File: src/core/scl_pkg.sv
// Shared constants and types of the sensor lock and configuration registers
package scl_pkg;

    localparam int DW = 8;

    // Register offsets
    localparam logic [7:0] ADDR_REV  = 8'h05;
    localparam logic [7:0] ADDR_TEMP = 8'h0e;
    localparam logic [7:0] ADDR_LOCK = 8'h10;
    localparam logic [7:0] ADDR_OTP  = 8'h11;

    // Lock register fields
    localparam int LOCK_INIT_BIT = 7;
    localparam int LOCK_SUP_BIT  = 3;
    localparam int LOCK_CODE_HI  = 1;
    localparam int LOCK_CODE_LO  = 0;

    // OTP commit register fields
    localparam int OTP_TRIG_BIT  = 7;
    localparam int OTP_SKIP_PROTO_BIT = 3;
    localparam int OTP_SKIP_LOC_BIT   = 2;
    localparam int OTP_REG_HI    = 1;
    localparam int OTP_REG_LO    = 0;
    localparam logic [7:0] OTP_WMASK = 8'h8f;

    // Reset values and revision codes
    localparam logic [7:0] LOCK_RESET = 8'h00;
    localparam logic [7:0] OTP_RESET  = 8'h00;
    localparam logic [3:0] REV_DSI3   = 4'h1;
    localparam logic [3:0] REV_PSI5   = 4'h6;

    // Soft reset code sequence, reserved region and EDC polynomial
    localparam logic [1:0] RST_CODE_1  = 2'h0;
    localparam logic [1:0] RST_CODE_2  = 2'h3;
    localparam logic [1:0] RST_CODE_3  = 2'h1;
    localparam logic [1:0] REGION_RSVD = 2'h3;
    localparam logic [7:0] EDC_POLY    = 8'h07;

    typedef enum logic [1:0] {
        SCL_SEQ_IDLE = 2'h0,
        SCL_SEQ_GOT1 = 2'h1,
        SCL_SEQ_GOT2 = 2'h3
    } scl_seq_t;

endpackage

File: src/core/scl_cmd_if.sv
// Accepted-command event passed from the register bank to the reset tracker
`timescale 1ns/1ps
`default_nettype none
interface scl_cmd_if;
    logic       valid;
    logic       lock_wr;
    logic [1:0] code;
    modport src (output valid, output lock_wr, output code);
    modport seq (input valid, input lock_wr, input code);
endinterface
`default_nettype wire

File: src/core/scl_edc.sv
// Error detection code over the init lock, supply report and OTP commit register bits
`timescale 1ns/1ps
`default_nettype none
module scl_edc
(
    // Clock and reset
    input  wire logic        clk,
    input  wire logic        rstn,
    // Guarded contents
    input  wire logic        enable,
    input  wire logic [15:0] data,
    // Sticky mismatch flag
    output logic             fault
);
    import scl_pkg::*;

    logic [7:0] ref_code;
    logic       armed;
    logic [7:0] now_code;

    // Bitwise CRC-8 over the guarded word
    function automatic logic [7:0] crc8(input logic [15:0] d);
        logic [7:0] c;
        c = 8'h00;
        for (int i = 15; i >= 0; i--)
            c = {c[6:0], 1'b0} ^ ((c[7] ^ d[i]) ? EDC_POLY : 8'h00);
        return c;
    endfunction

    assign now_code = crc8(data);

    // Reference is taken once when guarding starts
    always_ff @(posedge clk or negedge rstn)
    begin
        if (!rstn)
        begin
            armed    <= 1'b0;
            ref_code <= 8'h00;
        end
        else if (enable && !armed)
        begin
            armed    <= 1'b1;
            ref_code <= now_code;
        end
    end

    // Continuous compare; stays set until device reset
    always_ff @(posedge clk or negedge rstn)
    begin
        if (!rstn)
            fault <= 1'b0;
        else if (armed && now_code != ref_code)
            fault <= 1'b1;
    end
endmodule // scl_edc
`default_nettype wire

File: src/core/scl_regs.sv
// Lock, reset and OTP commit register bank of the pressure sensor
`timescale 1ns/1ps
`default_nettype none
//////////////////////////////////////////////////////////////////////////////
module scl_regs
(
    // Clock and reset
    input  wire logic                     clk,
    input  wire logic                     rstn,
    // Operating mode
    input  wire logic                     mode_dsi3,
    input  wire logic                     mode_psi5,
    input  wire logic                     psi5_diag,
    input  wire logic                     psi5_init3_exit,
    // Status sources
    input  wire logic [scl_pkg::DW-1:0]   temp_value,
    input  wire logic                     osc_err_in,
    // Command port
    input  wire logic                     cmd_valid,
    input  wire logic                     cmd_write,
    input  wire logic [7:0]               cmd_addr,
    input  wire logic [scl_pkg::DW-1:0]   cmd_wdata,
    // Response port
    output logic                          rsp_valid,
    output logic                          rsp_hit,
    output logic [scl_pkg::DW-1:0]        rsp_data,
    // Device controls
    output logic                          init_done_lock,
    output logic                          supply_fault_report_off,
    output logic                          baseline_filter_final,
    output logic                          selftest_inhibit,
    output logic                          pdcm_force,
    output logic                          osc_training_fault,
    output logic                          soft_reset_req,
    output logic                          edc_fault,
    // OTP commit
    output logic                          otp_commit_start,
    output logic [1:0]                    otp_region_select,
    output logic                          skip_protocol_select,
    output logic                          skip_location_code,
    output logic [2:0]                    region_locked
);
    import scl_pkg::*;

    //////////////////////////////////////////////////////////////////////////
    // Command qualification

    logic       access_ok;
    logic       take;
    logic       wr;
    logic       lock_wr;
    logic       otp_wr;
    logic       commit_ok;
    logic [1:0] soft_reset_code;
    logic [7:0] otp_ctrl;
    logic [7:0] temp_reg;
    logic [7:0] lock_view;
    logic [7:0] rd_mux;
    logic       rd_hit;

    scl_cmd_if cmd_bus ();

    // Outside the two access modes the bank stays silent
    assign access_ok = mode_dsi3 | psi5_diag;
    // Once locked in DSI3 the command mode is over, even for reset writes
    assign take      = cmd_valid && access_ok && !(mode_dsi3 && init_done_lock);
    assign wr        = take && cmd_write;
    assign lock_wr   = wr && cmd_addr == ADDR_LOCK;
    assign otp_wr    = wr && cmd_addr == ADDR_OTP && !init_done_lock;
    // Reserved region and already locked regions never start a commit
    assign commit_ok = otp_wr && cmd_wdata[OTP_TRIG_BIT]
                       && cmd_wdata[OTP_REG_HI:OTP_REG_LO] != REGION_RSVD
                       && !region_locked[cmd_wdata[OTP_REG_HI:OTP_REG_LO]];

    //////////////////////////////////////////////////////////////////////////
    // Lock register

    // Init lock: set by write or PSI5 phase 3 exit, cleared only by reset
    always_ff @(posedge clk or negedge rstn)
    begin
        if (!rstn)
            init_done_lock <= LOCK_RESET[LOCK_INIT_BIT];
        else if (lock_wr && cmd_wdata[LOCK_INIT_BIT])
            init_done_lock <= 1'b1;
        else if (mode_psi5 && psi5_init3_exit)
            init_done_lock <= 1'b1;
    end

    // Supply report switch freezes with the lock
    always_ff @(posedge clk or negedge rstn)
    begin
        if (!rstn)
            supply_fault_report_off <= LOCK_RESET[LOCK_SUP_BIT];
        else if (lock_wr && !init_done_lock)
            supply_fault_report_off <= cmd_wdata[LOCK_SUP_BIT];
    end

    // Reset code bits stay writable after the lock, except in DSI3 mode where the lock ends all commands
    always_ff @(posedge clk or negedge rstn)
    begin
        if (!rstn)
            soft_reset_code <= LOCK_RESET[LOCK_CODE_HI:LOCK_CODE_LO];
        else if (lock_wr)
            soft_reset_code <= cmd_wdata[LOCK_CODE_HI:LOCK_CODE_LO];
    end

    // Side effects of the lock, each on its own flop
    always_ff @(posedge clk or negedge rstn)
    begin
        if (!rstn)
        begin
            baseline_filter_final <= 1'b0;
            selftest_inhibit      <= 1'b0;
            pdcm_force            <= 1'b0;
        end
        else
        begin
            baseline_filter_final <= init_done_lock;
            selftest_inhibit      <= init_done_lock;
            pdcm_force            <= init_done_lock && mode_dsi3;
        end
    end

    //////////////////////////////////////////////////////////////////////////
    // OTP commit register

    // Bit 7 stays set after a commit, as software reads it back
    always_ff @(posedge clk or negedge rstn)
    begin
        if (!rstn)
            otp_ctrl <= OTP_RESET;
        else if (otp_wr)
            otp_ctrl <= cmd_wdata & OTP_WMASK;
    end

    // Commit pulse with the region and skip bits of the same write
    always_ff @(posedge clk or negedge rstn)
    begin
        if (!rstn)
        begin
            otp_commit_start     <= 1'b0;
            otp_region_select    <= OTP_RESET[OTP_REG_HI:OTP_REG_LO];
            skip_protocol_select <= OTP_RESET[OTP_SKIP_PROTO_BIT];
            skip_location_code   <= OTP_RESET[OTP_SKIP_LOC_BIT];
        end
        else
        begin
            otp_commit_start <= commit_ok;
            if (commit_ok)
            begin
                otp_region_select    <= cmd_wdata[OTP_REG_HI:OTP_REG_LO];
                skip_protocol_select <= cmd_wdata[OTP_SKIP_PROTO_BIT];
                skip_location_code   <= cmd_wdata[OTP_SKIP_LOC_BIT];
            end
        end
    end

    // Region lock bits; the cells themselves are written by the OTP engine
    always_ff @(posedge clk or negedge rstn)
    begin
        if (!rstn)
            region_locked <= 3'h0;
        else if (commit_ok)
            region_locked[cmd_wdata[OTP_REG_HI:OTP_REG_LO]] <= 1'b1;
    end

    //////////////////////////////////////////////////////////////////////////
    // Status capture and read path

    // Status inputs registered so the outputs come from flops
    always_ff @(posedge clk or negedge rstn)
    begin
        if (!rstn)
        begin
            temp_reg           <= 8'h00;
            osc_training_fault <= 1'b0;
        end
        else
        begin
            temp_reg           <= temp_value;
            osc_training_fault <= osc_err_in;
        end
    end

    assign lock_view = {init_done_lock, 3'h0, supply_fault_report_off, 1'b0,
                        soft_reset_code};

    // Read mux; unmapped offsets answer with a miss and zero data
    always_comb
    begin
        rd_mux = 8'h00;
        rd_hit = 1'b1;
        case (cmd_addr)
            ADDR_REV:  rd_mux = {4'h0, mode_dsi3 ? REV_DSI3 : REV_PSI5};
            ADDR_TEMP: rd_mux = temp_reg;
            ADDR_LOCK: rd_mux = lock_view;
            ADDR_OTP:  rd_mux = otp_ctrl;
            default:   rd_hit = 1'b0;
        endcase
    end

    // One response per taken command, one cycle later
    always_ff @(posedge clk or negedge rstn)
    begin
        if (!rstn)
        begin
            rsp_valid <= 1'b0;
            rsp_hit   <= 1'b0;
            rsp_data  <= 8'h00;
        end
        else
        begin
            rsp_valid <= take;
            rsp_hit   <= take && rd_hit;
            if (take && cmd_write && cmd_addr == ADDR_REV)
                rsp_data <= 8'h00;
            else if (take)
                rsp_data <= rd_mux;
        end
    end

    //////////////////////////////////////////////////////////////////////////
    // Reset tracker and error detection

    assign cmd_bus.valid   = take;
    assign cmd_bus.lock_wr = lock_wr;
    assign cmd_bus.code    = cmd_wdata[LOCK_CODE_HI:LOCK_CODE_LO];

    scl_reset_seq u_reset_seq
    (
        .clk            (clk),
        .rstn           (rstn),
        .cmd            (cmd_bus),
        .soft_reset_req (soft_reset_req)
    );

    // Guarding starts with the lock or with the first committed region
    scl_edc u_edc
    (
        .clk    (clk),
        .rstn   (rstn),
        .enable (init_done_lock || |region_locked),
        .data   ({init_done_lock, supply_fault_report_off, 6'h00, otp_ctrl}),
        .fault  (edc_fault)
    );
endmodule // scl_regs
`default_nettype wire

File: src/core/scl_reset_seq.sv
// Three-write soft reset code tracker
`timescale 1ns/1ps
`default_nettype none
module scl_reset_seq
(
    // Clock and reset
    input  wire logic clk,
    input  wire logic rstn,
    // Accepted commands
    scl_cmd_if.seq    cmd,
    // Reset request
    output logic      soft_reset_req
);
    import scl_pkg::*;

    scl_seq_t state;
    scl_seq_t next_state;

    // Any command other than the expected one restarts the sequence
    always_comb
    begin
        next_state = state;
        if (cmd.valid)
        begin
            case (state)
                SCL_SEQ_IDLE: next_state = (cmd.lock_wr && cmd.code == RST_CODE_1)
                                           ? SCL_SEQ_GOT1 : SCL_SEQ_IDLE;
                SCL_SEQ_GOT1: next_state = (cmd.lock_wr && cmd.code == RST_CODE_2)
                                           ? SCL_SEQ_GOT2 : SCL_SEQ_IDLE;
                SCL_SEQ_GOT2: next_state = SCL_SEQ_IDLE;
                default:      next_state = SCL_SEQ_IDLE;
            endcase
        end
    end

    // Tracker state
    always_ff @(posedge clk or negedge rstn)
    begin
        if (!rstn)
            state <= SCL_SEQ_IDLE;
        else
            state <= next_state;
    end

    // Only the third write in order fires the reset
    always_ff @(posedge clk or negedge rstn)
    begin
        if (!rstn)
            soft_reset_req <= 1'b0;
        else
            soft_reset_req <= cmd.valid && state == SCL_SEQ_GOT2 && cmd.lock_wr
                              && cmd.code == RST_CODE_3;
    end
endmodule // scl_reset_seq
`default_nettype wire

File: config.mk
export PLATFORM = sky130hd
export DESIGN_NAME = scl_regs
export DESIGN_NICKNAME = d
export VERILOG_FILES = /design/src/core/scl_pkg.sv /design/src/core/scl_cmd_if.sv /design/src/core/scl_edc.sv /design/src/core/scl_regs.sv /design/src/core/scl_reset_seq.sv
export SDC_FILE = /design/constraint.sdc
export NUM_CORES = 1
export LEC_CHECK = 0
export BUFFER_PORTS_ARGS = -buffer_cell sky130_fd_sc_hd__buf_2
export CAP_MARGIN = 20
export CORE_ASPECT_RATIO = 2
export CORE_MARGIN = 2
export CORE_UTILIZATION = 40
export CTS_BUF_LIST = sky130_fd_sc_hd__clkbuf_2 sky130_fd_sc_hd__clkbuf_4 sky130_fd_sc_hd__clkbuf_8
export CTS_CLUSTER_SIZE = 8
export DETAILED_ROUTE_END_ITERATION = 8
export SLEW_MARGIN = 20
export SYNTH_ARGS = -nofsm -noshare
export SYNTH_HDL_FRONTEND = slang
export SYNTH_SLANG_ARGS = --single-unit
File: constraint.sdc
create_clock -name clk -period 4.3 [get_ports clk]
set_input_delay 1.29 -clock clk [delete_from_list [all_inputs] [get_ports clk]]
set_output_delay 1.29 -clock clk [all_outputs]
set_load 0.05 [all_outputs]
Word level (Yosys, flattened, before mapping)
Cells that the tools add are included.
Storage, ports and cells
  bits in registers: 51
  bits in latches: 0
  bits in writable memories: 0
  memory bits (read-only): 0
  bits of input ports: 33
  logic and storage cells: 120
  memories kept: 0
Cells by class
  $add $sub $neg: 0
  multipliers: 0
  divide/modulo/power cells: 0
  order comparisons: 2
  equal/unequal tests: 10
  shift-type cells: 0
  multiplexer cells: 30
  bitwise operators: 23
  reduce and logical (&&, ||, !) cells: 34
Operator list (number)
  $xor 8x8->8: 15
  $mux 3: 17
  $pmux 8 s4: 1
  $logic_and 1x1->1: 23
  $eq 8x5->1 const B: 2
  $mux 8: 2
  $eq 8x3->1 const B: 1
  $eq 8x4->1 const B: 1
  $ne 8x8->1: 1
  $mux 1: 6
  $xor 1x1->1: 5
  $eq 2x1->1 const B: 2
  $eq 2x2->1 const B: 2
  $logic_not 1->1: 4
  $logic_not 2->1: 2
  $pmux 2 s2: 1
  $reduce_bool 2->1: 2
  $reduce_or 4->1: 1
  $lt 2x3->1 const B: 1
  $or 3x3->3: 1
  $reduce_or 3->1: 1
  $bmux 1 s2: 1
  $demux 1 s2: 1
  $ge 2x1->1 const B: 1
  other kinds (5): 5

Logic depth before layout (Yosys ltp)
  depth after elaboration: 38
  gate-level depth with buffers: 7

Modules after synthesis
From an unflattened synthesis, not the netlist that was laid out.
Unflattened totals
  cell total of the unflattened synthesis: 229
  area, all modules: 2708.8 µm²
Modules (own cells, without submodules)
  scl_regs: instances 1, cells each 123, area an instance 1626.6 µm², seq. area each 950.9 µm²
  scl_edc: instances 1, cells each 93, area an instance 945.9 µm², seq. area each 250.2 µm²
  scl_reset_seq: instances 1, cells each 13, area an instance 136.4 µm², seq. area each 75.1 µm²

Least setup slack after synthesis
OpenSTA, ideal clock, no wires.
  path kind: in2reg
  from: input port cmd_addr[1]
  to: register otp_region_select[0]
  setup time: 0.125 ns
  arrival: 2.707 ns
  setup slack: 1.468 ns
  stages on the path: 6
  path through: nor4b_4 -> nand2_4 -> nor4_4 -> and3_1 -> buf_6 -> mux2_4
On the way
  word-level cells in the longest chain between the ends: 6
Ends and longest elaborated chain
  from (decl): line scl_regs.sv:21  | input wire logic [7:0] cmd_addr,
  $eq 8x5->1: line scl_regs.sv:69  | assign otp_wr = wr && cmd_addr == ADDR_OTP && !init_done_lock;
  $logic_and 1x1->1 (2 in a row): line scl_regs.sv:69
  $logic_and 1x1->1: line scl_regs.sv:71  | assign commit_ok = otp_wr && cmd_wdata[OTP_TRIG_BIT]
  $logic_and 1x1->1: line scl_regs.sv:72  | && cmd_wdata[OTP_REG_HI:OTP_REG_LO] != REGION_RSVD
  $logic_and 1x1->1: line scl_regs.sv:73  | && !region_locked[cmd_wdata[OTP_REG_HI:OTP_REG_LO]];
  via commit_ok: line scl_regs.sv:53  | logic commit_ok;
  to (signal assigned): line scl_regs.sv:142  | otp_region_select <= OTP_RESET[OTP_REG_HI:OTP_REG_LO];
  to (signal assigned): line scl_regs.sv:151  | otp_region_select <= cmd_wdata[OTP_REG_HI:OTP_REG_LO];
  to (decl): line scl_regs.sv:38  | output logic [1:0] otp_region_select,
The timed path passes the listed nets, and every way through them passes these cells.
A chain may end at the register's enable or synchronous reset.

Worst setup path after layout
  from: input port cmd_addr[1]
  to: register skip_location_code
On the way
  word-level cells in the longest chain between the ends: 6
Ends and longest elaborated chain
  $eq 8x5->1: line scl_regs.sv:69
  $logic_and 1x1->1 (2 in a row): line scl_regs.sv:69
  $logic_and 1x1->1: line scl_regs.sv:71
  $logic_and 1x1->1: line scl_regs.sv:72
  $logic_and 1x1->1: line scl_regs.sv:73
  to (signal assigned): line scl_regs.sv:144  | skip_location_code <= OTP_RESET[OTP_SKIP_LOC_BIT];
  to (signal assigned): line scl_regs.sv:153  | skip_location_code <= cmd_wdata[OTP_SKIP_LOC_BIT];
  to (decl): line scl_regs.sv:40  | output logic skip_location_code,
No other way between the ends.

==> metrics <==
gp weighted congestion=0.7393; # DRC=0; # diodes=0; min-delay worst type=reg -> reg; max_cap viols=0; cell count after synthesis=183; post-route clock skew=7.749 ps; Peak VDD IR=0.3319 mV; Die Area=6455 um2; most frequent cells in the layout=buf_2, dfrtp_1, mux2_2, nand2_1, nor2_1; FF+latch area=1276 um2; DR WL/cell=15.98 um; Worst-Margin Slew=861.3 ps; Post-synth ARST share=100.0%; Initial Utilization=40.94%; vias post-DR=1569; DP Cell Count=291; Worst Setup Start Kind=input port; critical path endpoint category=flip-flop; clock root cell=clkbuf_8; cts hold-fix bufs=0; Synth area leaders=dfrtp_1, mux2_2, xor2_1, a22o_1, xnor2_1; final std cells w/o fill=299; DRT Pass-1 Iters=4; clock slew seen by the registers of the worst setup and hold paths=90 ps; Max Slew Vio Count=0; crit share post-route=68.60%; top-area cell type share of the netlist area=55.08%; critical path type=in -> reg; area of the multi-input gates=980.9 um2; IO Count=59; htree depth=2; status=completed; Post-Route WL=4777 um; Synth-to-Final Area Change=19.11%; CTS tree=yes; # setup viols final=0; IO buf count=55; Die Ht=111.6 um; Setup Fix Bufs, Post-CTS=0; sequential area share after synthesis=55.08%; Power Density=352.4 nW/um2; yosys warns=0; count of final hold-check violations=0; dpl hpwl=3523 um; worst relative slew slack=42.58%; clock buffer depth=2; Yosys top cell by area=dfrtp_1; GRT Total Usage=16.24%; post-layout util=48.76%; initial drt markers=40; Synth Cell Area=2317 um2; Core Area=5660 um2; Vias per Instance=5.247; commonest non-fill, non-tap cell in the layout=buf_2; FMAX=339.0 MHz; critical path required time=4510 ps; Leakage=1.391 nW; min cycle time layout=2950 ps; Min Hold Slack=466.0 ps; post-CTS sizing=0; CTS sink cnt=51; setup TNS=0 ps; row count=39; synthesized net count=216; CP arrival=3160 ps; Synth Register Bits=51; number of global-route vias before repair=1590; Crit Path Max Fanout=9; EDFF count, synth=0; syn avg cell area=12.66 um2; RSZ-0062 raised after global routing=no; Top FF cell, synth=dfrtp_1; total congestion overflow=0; initial antenna violation count=0; clock buffer count from CTS=5; filler instances=559; layout cell share with drive strength beyond 1=39.50%; number of distinct library cells after synthesis=40; clock latency on the worst-skew pair=310 ps; Die X-Extent=57.82 um; nets=270; largest net degree at the start of global routing=40; first-pass GRT wire length=7935 um; Antenna Nets Post-Route=0
[cells by family after synthesis]
group / Yosys count / share of synthesized area [%]
buffers and inverters: 11 / 2.591
DFF: 51 / 55.08
AOI/OAI and AO/OA: 29 / 9.126
muxes: 24 / 12.04
and+or+nand+nor: 49 / 13.39
xor gates and xnor gates: 19 / 7.775
[metal layers]
metal  GRT usage [%]  wire, um
met1           17.16      1684
met2           29.47      2831
met3           4.065       175
met4           6.512        85
met5               0         0
[through the flow]
stage	area (um2)	power, mW	setup slack [ps]
4_1_cts	2760	0.9875	1352
5_1_grt	2760	1.014	1270
6_report	2760	0.9727	1350
2_1_floorplan	2317	0.5524	1468
3_3_place_gp	2624	0.5863	1036
3_5_place_dp	2624	0.5883	1019
[final cells by class]
cell class | instances | share of cell area (%)
Clock buffer | 6 | 2.765
Clock inverter | 2 | 2.176
Inverter | 2 | 0.2720
Multi-Input combinational cell | 121 | 35.54
Sequential cell | 51 | 46.24
Tap cell | 61 | 2.765
Timing Repair Buffer | 56 | 10.24
[cell usage after synthesis, types with 2 or more instances]
cell type / count
dfrtp_1: 51
nand2_1: 12
nand2b_1: 2
xor2_1: 11
o22ai_1: 2
o21ai_0: 3
a21oi_1: 7
xnor2_1: 7
nand3_1: 4
buf_2: 3
a221o_1: 2
o2bb2ai_1: 2
clkbuf_1: 3
nor4_4: 2
mux2_2: 15
inv_1: 2
a22o_1: 7
nor2b_1: 2
or2_2: 2
mux2i_1: 5
nor2_1: 12
mux2_4: 4
buf_4: 2
and3_1: 2
a21o_2: 3
nor4_1: 2
[path summary, 6_finish.rpt]
path | start | end | slack [ps] | depth (start not counted)
setup reg to reg | init_done_lock | supply_fault_report_off | 1940 | 5
setup / recovery | cmd_addr[1] | skip_location_code | 1350 | 6
hold / removal | rsp_data[5] | rsp_data[5] | 470 | 2
max in group asynchronous | rstn | rsp_data[2] | 2500 | 2
hold reg to reg | rsp_data[5] | rsp_data[5] | 470 | 2
min in group asynchronous | rstn | region_locked[2] | 1080 | 1
[worst max-delay path, cell delays in order]
cell and delay (ps):
buf_2 120, nor4b_4 310, nand2_4 150, nor4_4 450
and3_1 490, mux2_4 340
[power breakdown]
part / leakage, nW / internal (mW) / switching (mW) / total (mW)
clock: 0.0688 / 0.239 / 0.157 / 0.396
combinational: 0.664 / 0.0303 / 0.0448 / 0.0751
sequential: 0.658 / 0.494 / 0.00774 / 0.502
(Power assumes the default switching activity.)
